## config.mk

```make
export PLATFORM = sky130hd
export DESIGN_NAME = rlp_engine
export DESIGN_NICKNAME = d
export VERILOG_FILES = /design/src/inc/rlp_pkg.sv /design/src/hdl/rlp_crc16.sv /design/src/hdl/rlp_engine.sv /design/src/hdl/rlp_sync3.sv
export SDC_FILE = /design/constraint.sdc
export NUM_CORES = 1
export LEC_CHECK = 0
export ABC_AREA = 1
export BUFFER_PORTS_ARGS = -buffer_cell sky130_fd_sc_hd__buf_2
export CAP_MARGIN = 0
export CORE_MARGIN = 5
export CORE_UTILIZATION = 30
export CTS_CLUSTER_SIZE = 12
export DETAILED_ROUTE_END_ITERATION = 8
export PLACE_DENSITY = 0.55
export SLEW_MARGIN = 25
export SYNTH_ARGS = -nofsm -noshare
export SYNTH_HDL_FRONTEND = slang
export SYNTH_SLANG_ARGS = --single-unit
```

## constraint.sdc

```tcl
create_clock -name clock -period 4.95 [get_ports clock]
set_input_delay 0 -clock clock [delete_from_list [all_inputs] [get_ports clock]]
set_output_delay 0 -clock clock [all_outputs]
set_load 0.05 [all_outputs]
```

## src/inc/rlp_pkg.sv

```systemverilog
// Purpose: shared constants for the radio link-layer packet engine
// Assumes: 100 MHz clock, one bit per cycle on the baseband stream
// Notes:   offsets, counts and reset values live here
package rlp_pkg;
	localparam int unsigned CLK_MHZ          = 100;           // system clock rate
	localparam int unsigned ACK_WAIT_US      = 200;           // acknowledge wait time in us
	localparam int unsigned ACK_WAIT_CYC     = ACK_WAIT_US * CLK_MHZ; // cycles of ack wait
	localparam logic [5:0]  CHAN_MAX         = 6'h27;         // highest channel, 39
	localparam logic [11:0] FREQ_BASE_MHZ    = 12'h962;       // 2402 MHz base frequency
	localparam logic [15:0] CRC_POLY         = 16'h1021;      // x^16 + x^12 + x^5 + 1
	localparam logic [15:0] CRC_INIT         = 16'hFFFF;      // crc preset
	localparam logic [7:0]  PREAMBLE_LSB0    = 8'hAA;         // sent lsb first: 0,1,0,1..
	localparam logic [7:0]  PREAMBLE_LSB1    = 8'h55;         // sent lsb first: 1,0,1,0..
	localparam int unsigned ADDR_BYTES       = 3;             // address length in bytes
	localparam int unsigned MAX_PAYLOAD      = 32;            // largest payload in bytes
	localparam int unsigned FLG_PID_LSB      = 6;             // packet tag field position
	localparam int unsigned FLG_TYPE_BIT     = 5;             // packet type bit
	localparam int unsigned FLG_LEN_LSB      = 0;             // length code position
	localparam logic [3:0]  RETRY_MAX_RESET  = 4'h3;          // default retry limit
	localparam logic [7:0]  ADDR_PREFIX      = 8'hE7;         // upper address bytes
	// status flag positions
	localparam int unsigned ST_RX_DR  = 7;
	localparam int unsigned ST_TX_DS  = 6;
	localparam int unsigned ST_RETRY_LIMIT_REACHED_FLAG = 5;
	localparam int unsigned ST_XM_END = 0;
	typedef enum logic [1:0] {RLP_RX_SEND_ACK, RLP_RX_SEND_NACK, RLP_TX_DATA, RLP_TX_NONE} rlp_kind_e;
endpackage

```

## src/hdl/rlp_crc16.sv

```systemverilog
// Purpose: bitwise crc-16 register for the packet check
// Assumes: one data bit per enabled cycle
// Notes:   lsb-first bit order follows the on-air order
`timescale 1ns/1ns
module rlp_crc16
(
	input  wire logic        clock,
	input  wire logic        rst_n,
	input  wire logic        clear,   // preset the register
	input  wire logic        shift,   // absorb one bit
	input  wire logic        din,     // data bit
	output logic      [15:0] crc      // current remainder
);
	// shift in one bit per strobe
	always_ff @(posedge clock or negedge rst_n)
	begin
		if (!rst_n)
			crc <= rlp_pkg::CRC_INIT;
		else if (clear)
			crc <= rlp_pkg::CRC_INIT;
		else if (shift)
			crc <= {crc[14:0], 1'b0} ^ ((crc[15] ^ din) ? rlp_pkg::CRC_POLY : 16'h0000);
	end
endmodule // rlp_crc16

```

## src/hdl/rlp_engine.sv

```systemverilog
// Purpose: link-layer packet engine: frames, acks, retries, duplicates
// Assumes: one baseband bit per enabled cycle; modem outside this block
// Notes:   control and status are plain ports
// Summary of operation
// - channel above 39 is used as 39
// - transmit burst, then listen for acknowledge
// - host may write data during transfer
// - good ack: standby, clear start, set done
// - bad ack: retry below limit, else flag
// - matching packet answered with ack or nack
// - payload stored as received; good crc sets ready flag
// - stopping receive still accepts one packet
// - bytes lsb first, bits lsb first
// - preamble, address, flags, payload, crc order
// - preamble phase follows address lsb
// - preamble and address never reach host
// - flags hold tag, type, length fields
// - crc uses x16+x12+x5+1
// - ack is header plus crc; mismatch means nack
// - tag plus crc suppress duplicate delivery
// - status latches unmasked; mask gates irq
// - write one clears status bits
// - carrier is 2402 plus twice channel
`timescale 1ns/1ns
module rlp_engine
#(
	parameter int unsigned ACK_WAIT = rlp_pkg::ACK_WAIT_CYC
)
(
	input  wire logic        clock,
	input  wire logic        rst_n,
	input  wire logic        ce,                       // freezes all state except the crc register when low
	input  wire logic [2:0]  target_peer_address,
	input  wire logic [2:0]  own_node_address,
	input  wire logic [5:0]  radio_channel_number,
	input  wire logic [7:0]  irq_mask_primary,
	input  wire logic [3:0]  retry_limit,
	input  wire logic        start_set,                // pulse: set the start bit
	input  wire logic        start_clear,              // pulse: host clears start
	input  wire logic        transmit_receive_select,  // 1 transmit, 0 receive
	input  wire logic [5:0]  transmit_payload_length,  // 1..32
	input  wire logic        tx_buf_we,                // transmit buffer write
	input  wire logic [4:0]  tx_buf_addr,
	input  wire logic [7:0]  tx_buf_wdata,
	input  wire logic [4:0]  rx_buf_addr,              // stored payload read index
	input  wire logic [7:0]  status_clear,             // write-one-to-clear
	input  wire logic        air_rx_bit,               // demodulated bit pin
	output logic             air_tx_bit,               // modulator data bit
	output logic             radio_tx_on,
	output logic             radio_rx_on,
	output logic [11:0]      carrier_mhz,
	output logic             start_bit,
	output logic [7:0]       irq_status_primary,
	output logic [7:0]       rx_buf_rdata,
	output logic [5:0]       rx_length,
	output logic             irq
);
	typedef enum logic [2:0] {RLP_IDLE, RLP_TX, RLP_WAIT_ACK, RLP_LISTEN, RLP_ACK_OUT} rlp_state_e;
	rlp_state_e   state;          // engine state
	logic [7:0]   tx_mem [32];    // transmit buffer, host writes any time
	logic [7:0]   rx_mem [32];    // stored received payload
	logic [7:0]   shreg;          // bit shift register
	logic [8:0]   bitcnt;         // bit count within the frame
	logic [15:0]  waitcnt;        // acknowledge timeout counter
	logic [3:0]   retries;        // retransmissions done
	logic [1:0]   tx_tag;         // packet sequence tag sent
	logic [1:0]   last_tag;       // last accepted received tag
	logic [15:0]  last_crc;       // crc of the last received packet
	logic [15:0]  sent_crc;       // crc of last sent packet
	logic [5:0]   frame_len;      // payload bytes in current frame
	logic [7:0]   rx_flags;
	logic [7:0]   rx_crc_lo;      // low byte of the received check
	logic [7:0]   rx_preamble;    // preamble expected for our own address
	logic [7:0]   hunt_pre;       // preamble searched for in the current state
	logic [8:0]   crc_at;         // bit count at which the check low byte is complete
	logic         crc_match;      // received check equals the expected one
	logic [15:0]  crc;
	logic         crc_clr;
	logic         crc_shift;
	logic         crc_bit;
	logic         rx_bit;         // synchronised air input
	logic         pkt_done;
	logic         tx_end;
	logic [5:0]   chan;
	logic [7:0]   preamble;
	logic [23:0]  tx_addr;
	logic [23:0]  my_addr;
	logic [8:0]   tx_bits;        // total bits of a frame to send
	logic [8:0]   hdr_bits;       // preamble+address+flags bits
	logic [7:0]   cur_byte;
	logic [7:0]   rx_shift;
	logic [23:0]  addr_shift;
	logic         ev_rx_dr;
	logic         ev_tx_ds;
	logic         ev_retry_limit_reached_flag;
	logic         rx_pending;     // one more packet allowed after stop

	localparam logic [8:0] HDR = 9'h028; // 8 preamble + 24 address + 8 flags bits

	// channel clamp and carrier frequency
	always_comb
	begin
		chan        = (radio_channel_number > rlp_pkg::CHAN_MAX) ? rlp_pkg::CHAN_MAX
		              : radio_channel_number;
		carrier_mhz = rlp_pkg::FREQ_BASE_MHZ + {5'h00, chan, 1'b0};
	end

	// addresses: fixed upper bytes, node bits in the low byte
	assign tx_addr  = {rlp_pkg::ADDR_PREFIX, rlp_pkg::ADDR_PREFIX, 5'h1C, target_peer_address};
	assign my_addr  = {rlp_pkg::ADDR_PREFIX, rlp_pkg::ADDR_PREFIX, 5'h1C, own_node_address};
	// preamble phase from the address lsb; shifted out lsb first
	assign preamble = tx_addr[0] ? rlp_pkg::PREAMBLE_LSB1 : rlp_pkg::PREAMBLE_LSB0;
	assign rx_preamble = my_addr[0] ? rlp_pkg::PREAMBLE_LSB1 : rlp_pkg::PREAMBLE_LSB0;
	// the ack comes back with the peer address, a data frame with ours
	assign hunt_pre = (state == RLP_LISTEN) ? rx_preamble : preamble;
	assign hdr_bits = HDR;
	assign tx_bits  = HDR + {frame_len, 3'b000} + 9'h010;

	rlp_sync3 u_sync
	(
		.clock (clock),
		.rst_n (rst_n),
		.ce    (ce),
		.din   (air_rx_bit),
		.dout  (rx_bit)
	);

	rlp_crc16 u_crc
	(
		.clock (clock),
		.rst_n (rst_n),
		.clear (crc_clr),
		.shift (crc_shift),
		.din   (crc_bit),
		.crc   (crc)
	);

	// byte being serialised: header field, payload, then crc, lsbyte first
	function automatic logic [7:0] frame_byte(input logic [5:0] idx, input logic [5:0] len,
		input logic [7:0] fl, input logic [7:0] pl, input logic [15:0] c);
		if (idx == 6'h00)
			frame_byte = fl;
		else if (idx <= len)
			frame_byte = pl;
		else if (idx == len + 6'h01)
			frame_byte = c[7:0];
		else
			frame_byte = c[15:8];
	endfunction

	// transmit bit selection: preamble, address, then byte stream lsb first
	always_comb
	begin
		logic [5:0] bidx;
		logic [7:0] fl;
		bidx     = 6'h00;
		fl       = {tx_tag, 1'b0, frame_len[4:0] - 5'h01};
		if (state == RLP_ACK_OUT)
			fl = {rx_flags[7:6], 1'b1, 5'h00};
		bidx     = 6'((bitcnt - 9'h020) >> 3);
		cur_byte = frame_byte(bidx, (state == RLP_ACK_OUT) ? 6'h00 : frame_len, fl,
			tx_mem[5'(bidx - 6'h01)], (state == RLP_ACK_OUT) ? rx_shift_crc() : crc);
		if (bitcnt < 9'h008)
			air_tx_bit = preamble[bitcnt[2:0]];
		else if (bitcnt < 9'h020)
			air_tx_bit = tx_addr[5'(bitcnt - 9'h008)];
		else
			air_tx_bit = cur_byte[bitcnt[2:0]];
	end

	// the ack carries back the crc just received so the sender can compare
	function automatic logic [15:0] rx_shift_crc();
		rx_shift_crc = last_crc;
	endfunction

	// crc feed: body bits only, from flags up to before the crc
	always_comb
	begin
		crc_clr   = (bitcnt == 9'h000);
		crc_shift = 1'b0;
		crc_bit   = 1'b0;
		if (state == RLP_TX && bitcnt >= hdr_bits - 9'h008 && bitcnt < tx_bits - 9'h010)
		begin
			crc_shift = 1'b1;
			crc_bit   = air_tx_bit;
		end
		else if (state == RLP_LISTEN && bitcnt >= hdr_bits - 9'h008
			&& bitcnt < hdr_bits + {frame_len, 3'b000})
		begin
			crc_shift = 1'b1;
			crc_bit   = rx_bit;
		end
	end

	assign tx_end   = (state == RLP_TX || state == RLP_ACK_OUT)
		&& bitcnt == ((state == RLP_ACK_OUT) ? HDR + 9'h00F : tx_bits - 9'h001);
	// after the hunt, rx_bit holds frame bit bitcnt and rx_shift the eight before it
	assign crc_at   = hdr_bits + ((state == RLP_LISTEN) ? {frame_len, 3'b000} : 9'h000)
		+ 9'h008;
	assign pkt_done = state == RLP_LISTEN && bitcnt == crc_at + 9'h007;
	assign crc_match = {rx_bit, rx_shift, rx_crc_lo[6:0]}
		== ((state == RLP_WAIT_ACK) ? sent_crc : crc);
	assign radio_tx_on = (state == RLP_TX) || (state == RLP_ACK_OUT);
	assign radio_rx_on = (state == RLP_WAIT_ACK) || (state == RLP_LISTEN);

	// receive shifting: address match, flags and payload bytes
	always_ff @(posedge clock or negedge rst_n)
	begin
		if (!rst_n)
		begin
			addr_shift <= 24'h000000;
			rx_shift   <= 8'h00;
			rx_flags   <= 8'h00;
			rx_crc_lo  <= 8'h00;
		end
		else if (ce && radio_rx_on)
		begin
			rx_shift <= {rx_bit, rx_shift[7:1]};                         // lsb arrives first
			// the hunt edge already carries the first address bit
			if ((bitcnt >= 9'h008 && bitcnt < 9'h020)
				|| (bitcnt == 9'h000 && rx_shift == hunt_pre))
				addr_shift <= {rx_bit, addr_shift[23:1]};
			if (bitcnt == 9'h028)
				rx_flags <= rx_shift;
			if (bitcnt == crc_at)
				rx_crc_lo <= rx_shift;
		end
	end

	// payload store: only bytes after the address, never preamble
	always_ff @(posedge clock)
	begin
		if (ce && state == RLP_LISTEN && bitcnt > 9'h028 && bitcnt[2:0] == 3'h0
			&& bitcnt <= hdr_bits + {frame_len, 3'b000})
			rx_mem[5'((bitcnt - 9'h030) >> 3)] <= rx_shift;
		if (ce && tx_buf_we)
			tx_mem[tx_buf_addr] <= tx_buf_wdata;
	end

	// registered read of stored payload
	always_ff @(posedge clock or negedge rst_n)
	begin
		if (!rst_n)
			rx_buf_rdata <= 8'h00;
		else if (ce)
			rx_buf_rdata <= rx_mem[rx_buf_addr];
	end

	// main sequencer
	always_ff @(posedge clock or negedge rst_n)
	begin
		if (!rst_n)
		begin
			state      <= RLP_IDLE;
			bitcnt     <= 9'h000;
			waitcnt    <= 16'h0000;
			retries    <= 4'h0;
			tx_tag     <= 2'h0;
			last_tag   <= 2'h3;
			last_crc   <= 16'h0000;
			sent_crc   <= 16'h0000;
			frame_len  <= 6'h01;
			start_bit  <= 1'b0;
			rx_length  <= 6'h00;
			rx_pending <= 1'b0;
			ev_rx_dr   <= 1'b0;
			ev_tx_ds   <= 1'b0;
			ev_retry_limit_reached_flag  <= 1'b0;
		end
		else if (ce)
		begin
			ev_rx_dr  <= 1'b0;
			ev_tx_ds  <= 1'b0;
			ev_retry_limit_reached_flag <= 1'b0;
			if (start_set)
				start_bit <= 1'b1;
			else if (start_clear)
				start_bit <= 1'b0;
			unique case (state)
				RLP_IDLE:
				begin
					bitcnt <= 9'h000;
					if (start_set && transmit_receive_select)
					begin
						frame_len <= transmit_payload_length;
						retries   <= 4'h0;
						tx_tag    <= tx_tag + 2'h1;
						state     <= RLP_TX;
					end
					else if (start_set)
					begin
						rx_pending <= 1'b1;
						state      <= RLP_LISTEN;
					end
				end
				RLP_TX:
				begin
					bitcnt <= bitcnt + 9'h001;
					if (bitcnt == tx_bits - 9'h010)
						sent_crc <= crc;
					if (tx_end)
					begin
						bitcnt  <= 9'h000;
						waitcnt <= 16'h0000;
						state   <= RLP_WAIT_ACK;
					end
				end
				RLP_WAIT_ACK:
				begin
					waitcnt <= waitcnt + 16'h0001;
					if (bitcnt != 9'h000)
						bitcnt <= bitcnt + 9'h001;
					else if (rx_shift == hunt_pre)
						bitcnt <= 9'h009;                                    // preamble complete
					if (bitcnt == crc_at + 9'h007)
					begin
						if (crc_match)
						begin
							start_bit <= 1'b0;
							ev_tx_ds  <= 1'b1;
							state     <= RLP_IDLE;
						end
						else
							waitcnt <= 16'(ACK_WAIT);
						bitcnt <= 9'h000;
					end
					else if (waitcnt >= 16'(ACK_WAIT))
					begin
						bitcnt <= 9'h000;
						if (retries < retry_limit)
						begin
							retries <= retries + 4'h1;
							state   <= RLP_TX;
						end
						else
						begin
							ev_retry_limit_reached_flag <= 1'b1;
							start_bit <= 1'b0;
							state     <= RLP_IDLE;
						end
					end
				end
				RLP_LISTEN:
				begin
					if (bitcnt != 9'h000)
						bitcnt <= bitcnt + 9'h001;
					else if (rx_shift == hunt_pre)
						bitcnt <= 9'h009;                                    // preamble complete
					if (bitcnt == 9'h020 && addr_shift != my_addr)
						bitcnt <= 9'h000;                                    // not for us
					if (bitcnt == 9'h029)
						frame_len <= {1'b0, rx_flags[4:0]} + 6'h01;
					if (pkt_done)
					begin
						last_crc  <= crc;                                    // echoed
						bitcnt    <= 9'h000;
						// announce only new good packets: same tag and crc is a resend
						if (crc_match && !(rx_flags[7:6] == last_tag && crc == last_crc))
						begin
							last_tag  <= rx_flags[7:6];
							rx_length <= frame_len;
							ev_rx_dr  <= 1'b1;
						end
						state <= RLP_ACK_OUT;
					end
					else if (!start_bit && !rx_pending && bitcnt == 9'h000)
						state <= RLP_IDLE;
				end
				RLP_ACK_OUT:
				begin
					bitcnt <= bitcnt + 9'h001;
					if (tx_end)
					begin
						bitcnt     <= 9'h000;
						rx_pending <= start_bit;
						state      <= start_bit ? RLP_LISTEN : RLP_IDLE;
					end
				end
			endcase
		end
	end

	// sticky status, set wins over write-one-to-clear
	always_ff @(posedge clock or negedge rst_n)
	begin
		if (!rst_n)
			irq_status_primary <= 8'h00;
		else if (ce)
			irq_status_primary <= (irq_status_primary & ~status_clear)
				| ({7'h00, ev_rx_dr} << rlp_pkg::ST_RX_DR)
				| ({7'h00, ev_tx_ds} << rlp_pkg::ST_TX_DS)
				| ({7'h00, ev_retry_limit_reached_flag} << rlp_pkg::ST_RETRY_LIMIT_REACHED_FLAG);
	end

	// mask only gates the pin
	assign irq = |(irq_status_primary & irq_mask_primary);

	// assertions
	property p_chan_clamp;
		@(posedge clock) disable iff (!rst_n)
		radio_channel_number > 6'h27 |-> carrier_mhz == 12'h9B0;
	endproperty
	a_chan_clamp: assert property (p_chan_clamp) else $error("channel not clamped");
	property p_irq_gate;
		@(posedge clock) disable iff (!rst_n)
		irq == |(irq_status_primary & irq_mask_primary);
	endproperty
	a_irq_gate: assert property (p_irq_gate) else $error("irq not masked status");
	property p_tx_done;
		@(posedge clock) disable iff (!rst_n)
		ce && ev_tx_ds |=> irq_status_primary[6] && !start_bit;
	endproperty
	a_tx_done: assert property (p_tx_done) else $error("tx done not flagged");
	property p_rx_ready;
		@(posedge clock) disable iff (!rst_n)
		ce && ev_rx_dr |=> irq_status_primary[7];
	endproperty
	a_rx_ready: assert property (p_rx_ready) else $error("rx ready lost");
	property p_sticky;
		@(posedge clock) disable iff (!rst_n)
		ce && irq_status_primary[5] && !status_clear[5] |=> irq_status_primary[5];
	endproperty
	a_sticky: assert property (p_sticky) else $error("status bit dropped");
	property p_maxrt_stop;
		@(posedge clock) disable iff (!rst_n)
		ce && ev_retry_limit_reached_flag |-> state == RLP_IDLE ##1 !radio_tx_on;
	endproperty
	a_maxrt_stop: assert property (p_maxrt_stop) else $error("kept sending at limit");
	property p_ack_after_rx;
		@(posedge clock) disable iff (!rst_n)
		ce && pkt_done |=> radio_tx_on;
	endproperty
	a_ack_after_rx: assert property (p_ack_after_rx) else $error("no ack sent");
	property p_preamble;
		@(posedge clock) disable iff (!rst_n)
		state == RLP_TX && bitcnt == 9'h000 |-> air_tx_bit == tx_addr[0];
	endproperty
	a_preamble: assert property (p_preamble) else $error("preamble phase wrong");
endmodule // rlp_engine

```

## src/hdl/rlp_sync3.sv

```systemverilog
// Purpose: four-stage synchroniser for a pin input
// Assumes: input is asynchronous to clock
// Notes:   no agreement filter: the air stream may toggle on every cycle
`timescale 1ns/1ns
module rlp_sync3
(
	input  wire logic clock,
	input  wire logic rst_n,
	input  wire logic ce,
	input  wire logic din,
	output logic      dout
);
	logic s1;  // metastable stage, read only by s2
	logic s2;
	logic s3;
	// capture chain, held while the clock enable is low
	always_ff @(posedge clock or negedge rst_n)
	begin
		if (!rst_n)
		begin
			s1   <= 1'b0;
			s2   <= 1'b0;
			s3   <= 1'b0;
			dout <= 1'b0;
		end
		else if (ce)
		begin
			s1 <= din;
			s2 <= s1;
			s3   <= s2;
			dout <= s3;  // a stability filter would swallow one-cycle bits
		end
	end
endmodule // rlp_sync3

```

==> out/results.ini <==
[run_status]
run_status=complete, no violations

[placed_design]
place_congestion=0.8699
io_buffers=97
dpl.cell_count=4380
dpl.hpwl_um=55900
preCtsSetupSlack_ns=0.7666

[clock_network]
clock_sink_count=679
cts_max_level=3
cts-buffers-inserted=75
root_buffer=clkbuf_16
clk_path_buf_depth=3
clk_latency_ns=0.63
cts_tree=yes
path_clk_slew_ns=0.07

[layout]
filler_instances=10470
most_common_cell_after_layout_fill_and_taps_aside=nor2_1
antenna_cells=0
final_cell_mix=nor2_1 (533), edfxtp_1 (512), o21ai_0 (425), nand2_1 (376), inv_1 (169)
layout-drive-gt1-share=0.1133
non_filler_cells_final=4558
finish.net_count=3232
layout-area-overhead-vs-synth_pct=15.65

[synth]
sequential_share_of_the_synthesized_area=0.6316
postSynth.topFlopCell=edfxtp_1
syn-cell-area_um2=31000
synth-warning-count=0
ys_seq_elements=679
syn_avg_cell_area_um2=10.37
netlist_instances=2988
synth-edff-count=512
yosysUniqueCellTypes=65
synthArstFlopShare=0.2459

[global_route]
grt_pass1_vias=21350
grt_overflow=0
largest_net_degree_at_the_start_of_global_routing=93
number_of_antenna_violations_at_the_first_check_in_global_routing=2
grt_usage=0.1537
wire_length_of_the_first_global_routing_pass_um=133800

[floorplan]
coreArea_um2=103100
fp-row-count=118
die_y_um=331.4
start_util=0.3008
ios=103
floorplan.die_area_um2=109900
die_w_um=331.4

[critical_path]
timing.critical_path.required_ns=4.95
crit_path_end_kind=output port
cp_max_stage_cell=xor2_2
timing.reg2reg.worst_path_depth=16
worst_setup_path_start_kind=register
worstReg2RegEnd=start_bit
timing_worst_setup_path_type=reg2out
worst_r2r_startpoint=state[2]
ff2ff_setup_slack_ns=0.60
crit_path_cell_trace=clkinv_1 -> ha_1 -> a21boi_4 -> xor2_2 -> nand3_1 -> nand2_1 -> nand2_1 -> nand3_1 -> nand2_1 -> inv_1 -> nand2_1 -> nand2_1 -> nand3_1 -> nand2_1 -> nand2_1 -> nand3_1 -> nand2_1 -> inv_1 -> buf_2
critical_path.endpoint=air_tx_bit
cpMostUsedCell=nand2_1
worstPathArrival_ns=4.59
critical_path.max_stage_delay_ns=0.70
startpoint=bitcnt[4]
highest_fanout_seen_on_the_critical_path=16

[routing]
routed_via_density=4.914
drcViolationCount=0
first_iter_violations=2232
routed_wire_length_per_instance_um=19.20
final_antenna_net_count=0
route.final.wire_length_um=87530
via_count=22400
total_iterations_of_the_first_detailed_routing_run=8

[sta]
setup_viol=0
period_needed_ns=4.595
grt_setup_unrepaired=false
timing.fmax_mhz=217.6
tightestPinTransition_ns=0.9633
max_slew_margin=0.3578
fin_tns_setup_ns=0
layout_setup_ws_ns=0.3552
period_share=0.9283
timing.clock.skew_ns=0.01865
number_of_hold_violations_in_the_final_report=0
final-max-slew-violation-count=0

[flow_run]
max-cap-violations=0

[pwr]
p_leak_nw=13.43
peakVddDrop_v=0.0002247
power.density_nw_per_um2=433.0

[hold_path]
worst_hold_path_type=in2reg

## repair_timing
action / CTS / global route
hold endpoints to repair: 249 / 0
endpoints found under the setup margin: 0 / 1
hold buffers: 42 / 0
resized for setup: 0 / 2
buffers inserted: 0 / 1
## power breakdown
| part | internal, W | total, W | switching [W] |
|---|---|---|---|
| Clock | 0.00302 | 0.00530 | 0.00228 |
| Combinational | 0.000998 | 0.00331 | 0.00231 |
| Sequential | 0.00662 | 0.00691 | 0.000290 |
## flip-flops by register name (all words and copies together) (netlist names), 3 cells and up
register / count
rx_mem: 256
tx_mem: 256
addr_shift: 24
last_crc: 16
sent_crc: 16
u_crc.crc: 16
waitcnt: 16
bitcnt: 9
irq_status_primary: 8
rx_buf_rdata: 8
rx_shift: 8
rx_crc_lo: 7
rx_flags: 7
frame_len: 6
rx_length: 6
retries: 4
state: 3
## cells in the mapped netlist, drive strengths merged (5+ instances only)
library cell | number | area, um^2
clkinv | 7 | 27.52
edfxtp | 512 | 15370
inv | 187 | 706.9
buf | 48 | 302.8
or2 | 7 | 46.30
o22ai | 85 | 531.8
o21ai | 453 | 2297
dfrtp | 148 | 3704
nor4 | 14 | 100.1
dfstp | 19 | 499.2
xor2 | 56 | 554.3
ha | 47 | 588.1
a21oi | 38 | 190.2
nor2 | 538 | 2061
a31oi | 8 | 50.05
clkbuf | 106 | 399.1
a22oi | 15 | 112.6
o211ai | 33 | 247.7
o221ai | 12 | 105.1
nand3 | 168 | 873.3
xnor2 | 15 | 138.9
o31ai | 5 | 51.30
nor3 | 20 | 105.1
a21boi | 7 | 63.82
nand4 | 26 | 162.7
nand2 | 391 | 1510
## cell type report
class	count	area [um^2]	share of cell area
clock inverter	30	235.2	0.006562
sequential	679	19580	0.5463
inverter	194	737.0	0.02056
multi-input combinational	1964	10020	0.2795
clock buffer	104	2058	0.05742
timing repair buffer	207	1490	0.04157
tap	1380	1727	0.04817
## worst min path at each step
stage / slack, ns / from / endpoint / depth (start not counted)
4_1_cts: 0.006 / retry_limit[3] / state[0] / 6
2_1_floorplan: -0.30 / rst_n / addr_shift[0] / 0
5_1_grt: 0.04 / tx_buf_wdata[6] / tx_mem[22][6] / 1
3_5_place_dp: -0.02 / rst_n / irq_status_primary[4] / 1
3_3_place_gp: -0.02 / rst_n / irq_status_primary[4] / 1
6_report: 0.04 / tx_buf_wdata[0] / tx_mem[19][0] / 1
## stage by stage
step	cell area (um^2)	total power, W	utilization	hold slack [ns]
global route	35850	0.01631	0.3479	0.03562
detailed placement	33070	0.01028	0.3209	-0.01687
floorplan	31010	0.009253	-	-0.2956
global placement	33070	0.01025	0.3209	-0.01575
finish	35850	0.01552	0.3479	0.04173
CTS	35800	0.01565	0.3474	0.005756
## logic make-up (layout without fill, tap and decap cells)
family                     after synthesis  count (layout)  synth area share
xor gates and xnor gates                71              71           0.02236
and+or+nand+nor                       1167            1167            0.1575
adders and majority gates               47              47           0.01897
buffers and inverters                  348             535           0.04634
other                                    2               5         0.0002423
AOI/OAI and AO/OA                      674             674            0.1230
DFF                                    679             679            0.6316
## layer usage
layer | routed length, um | GRT usage | vias up
met1 | 41060 | 0.2257 | 10920
met4 | 1784 | 0.03690 | 0
met5 | 0 | 0 | -
li1 | - | - | 10690
met2 | 40040 | 0.2416 | 658
met3 | 4650 | 0.02143 | 128
## worst max-delay path, delay by kind of cell (launching register included)
family	cells	cell delay, ns
flip-flops	1	0.50
AO/OA/AOI/OAI	1	0.28
adder cells (fa/ha/maj)	1	0.42
XOR/XNOR	1	0.70
buffers and inverters	4	0.95
AND/OR/NAND/NOR	12	1.09
Power figures use the tool's default switching activity.
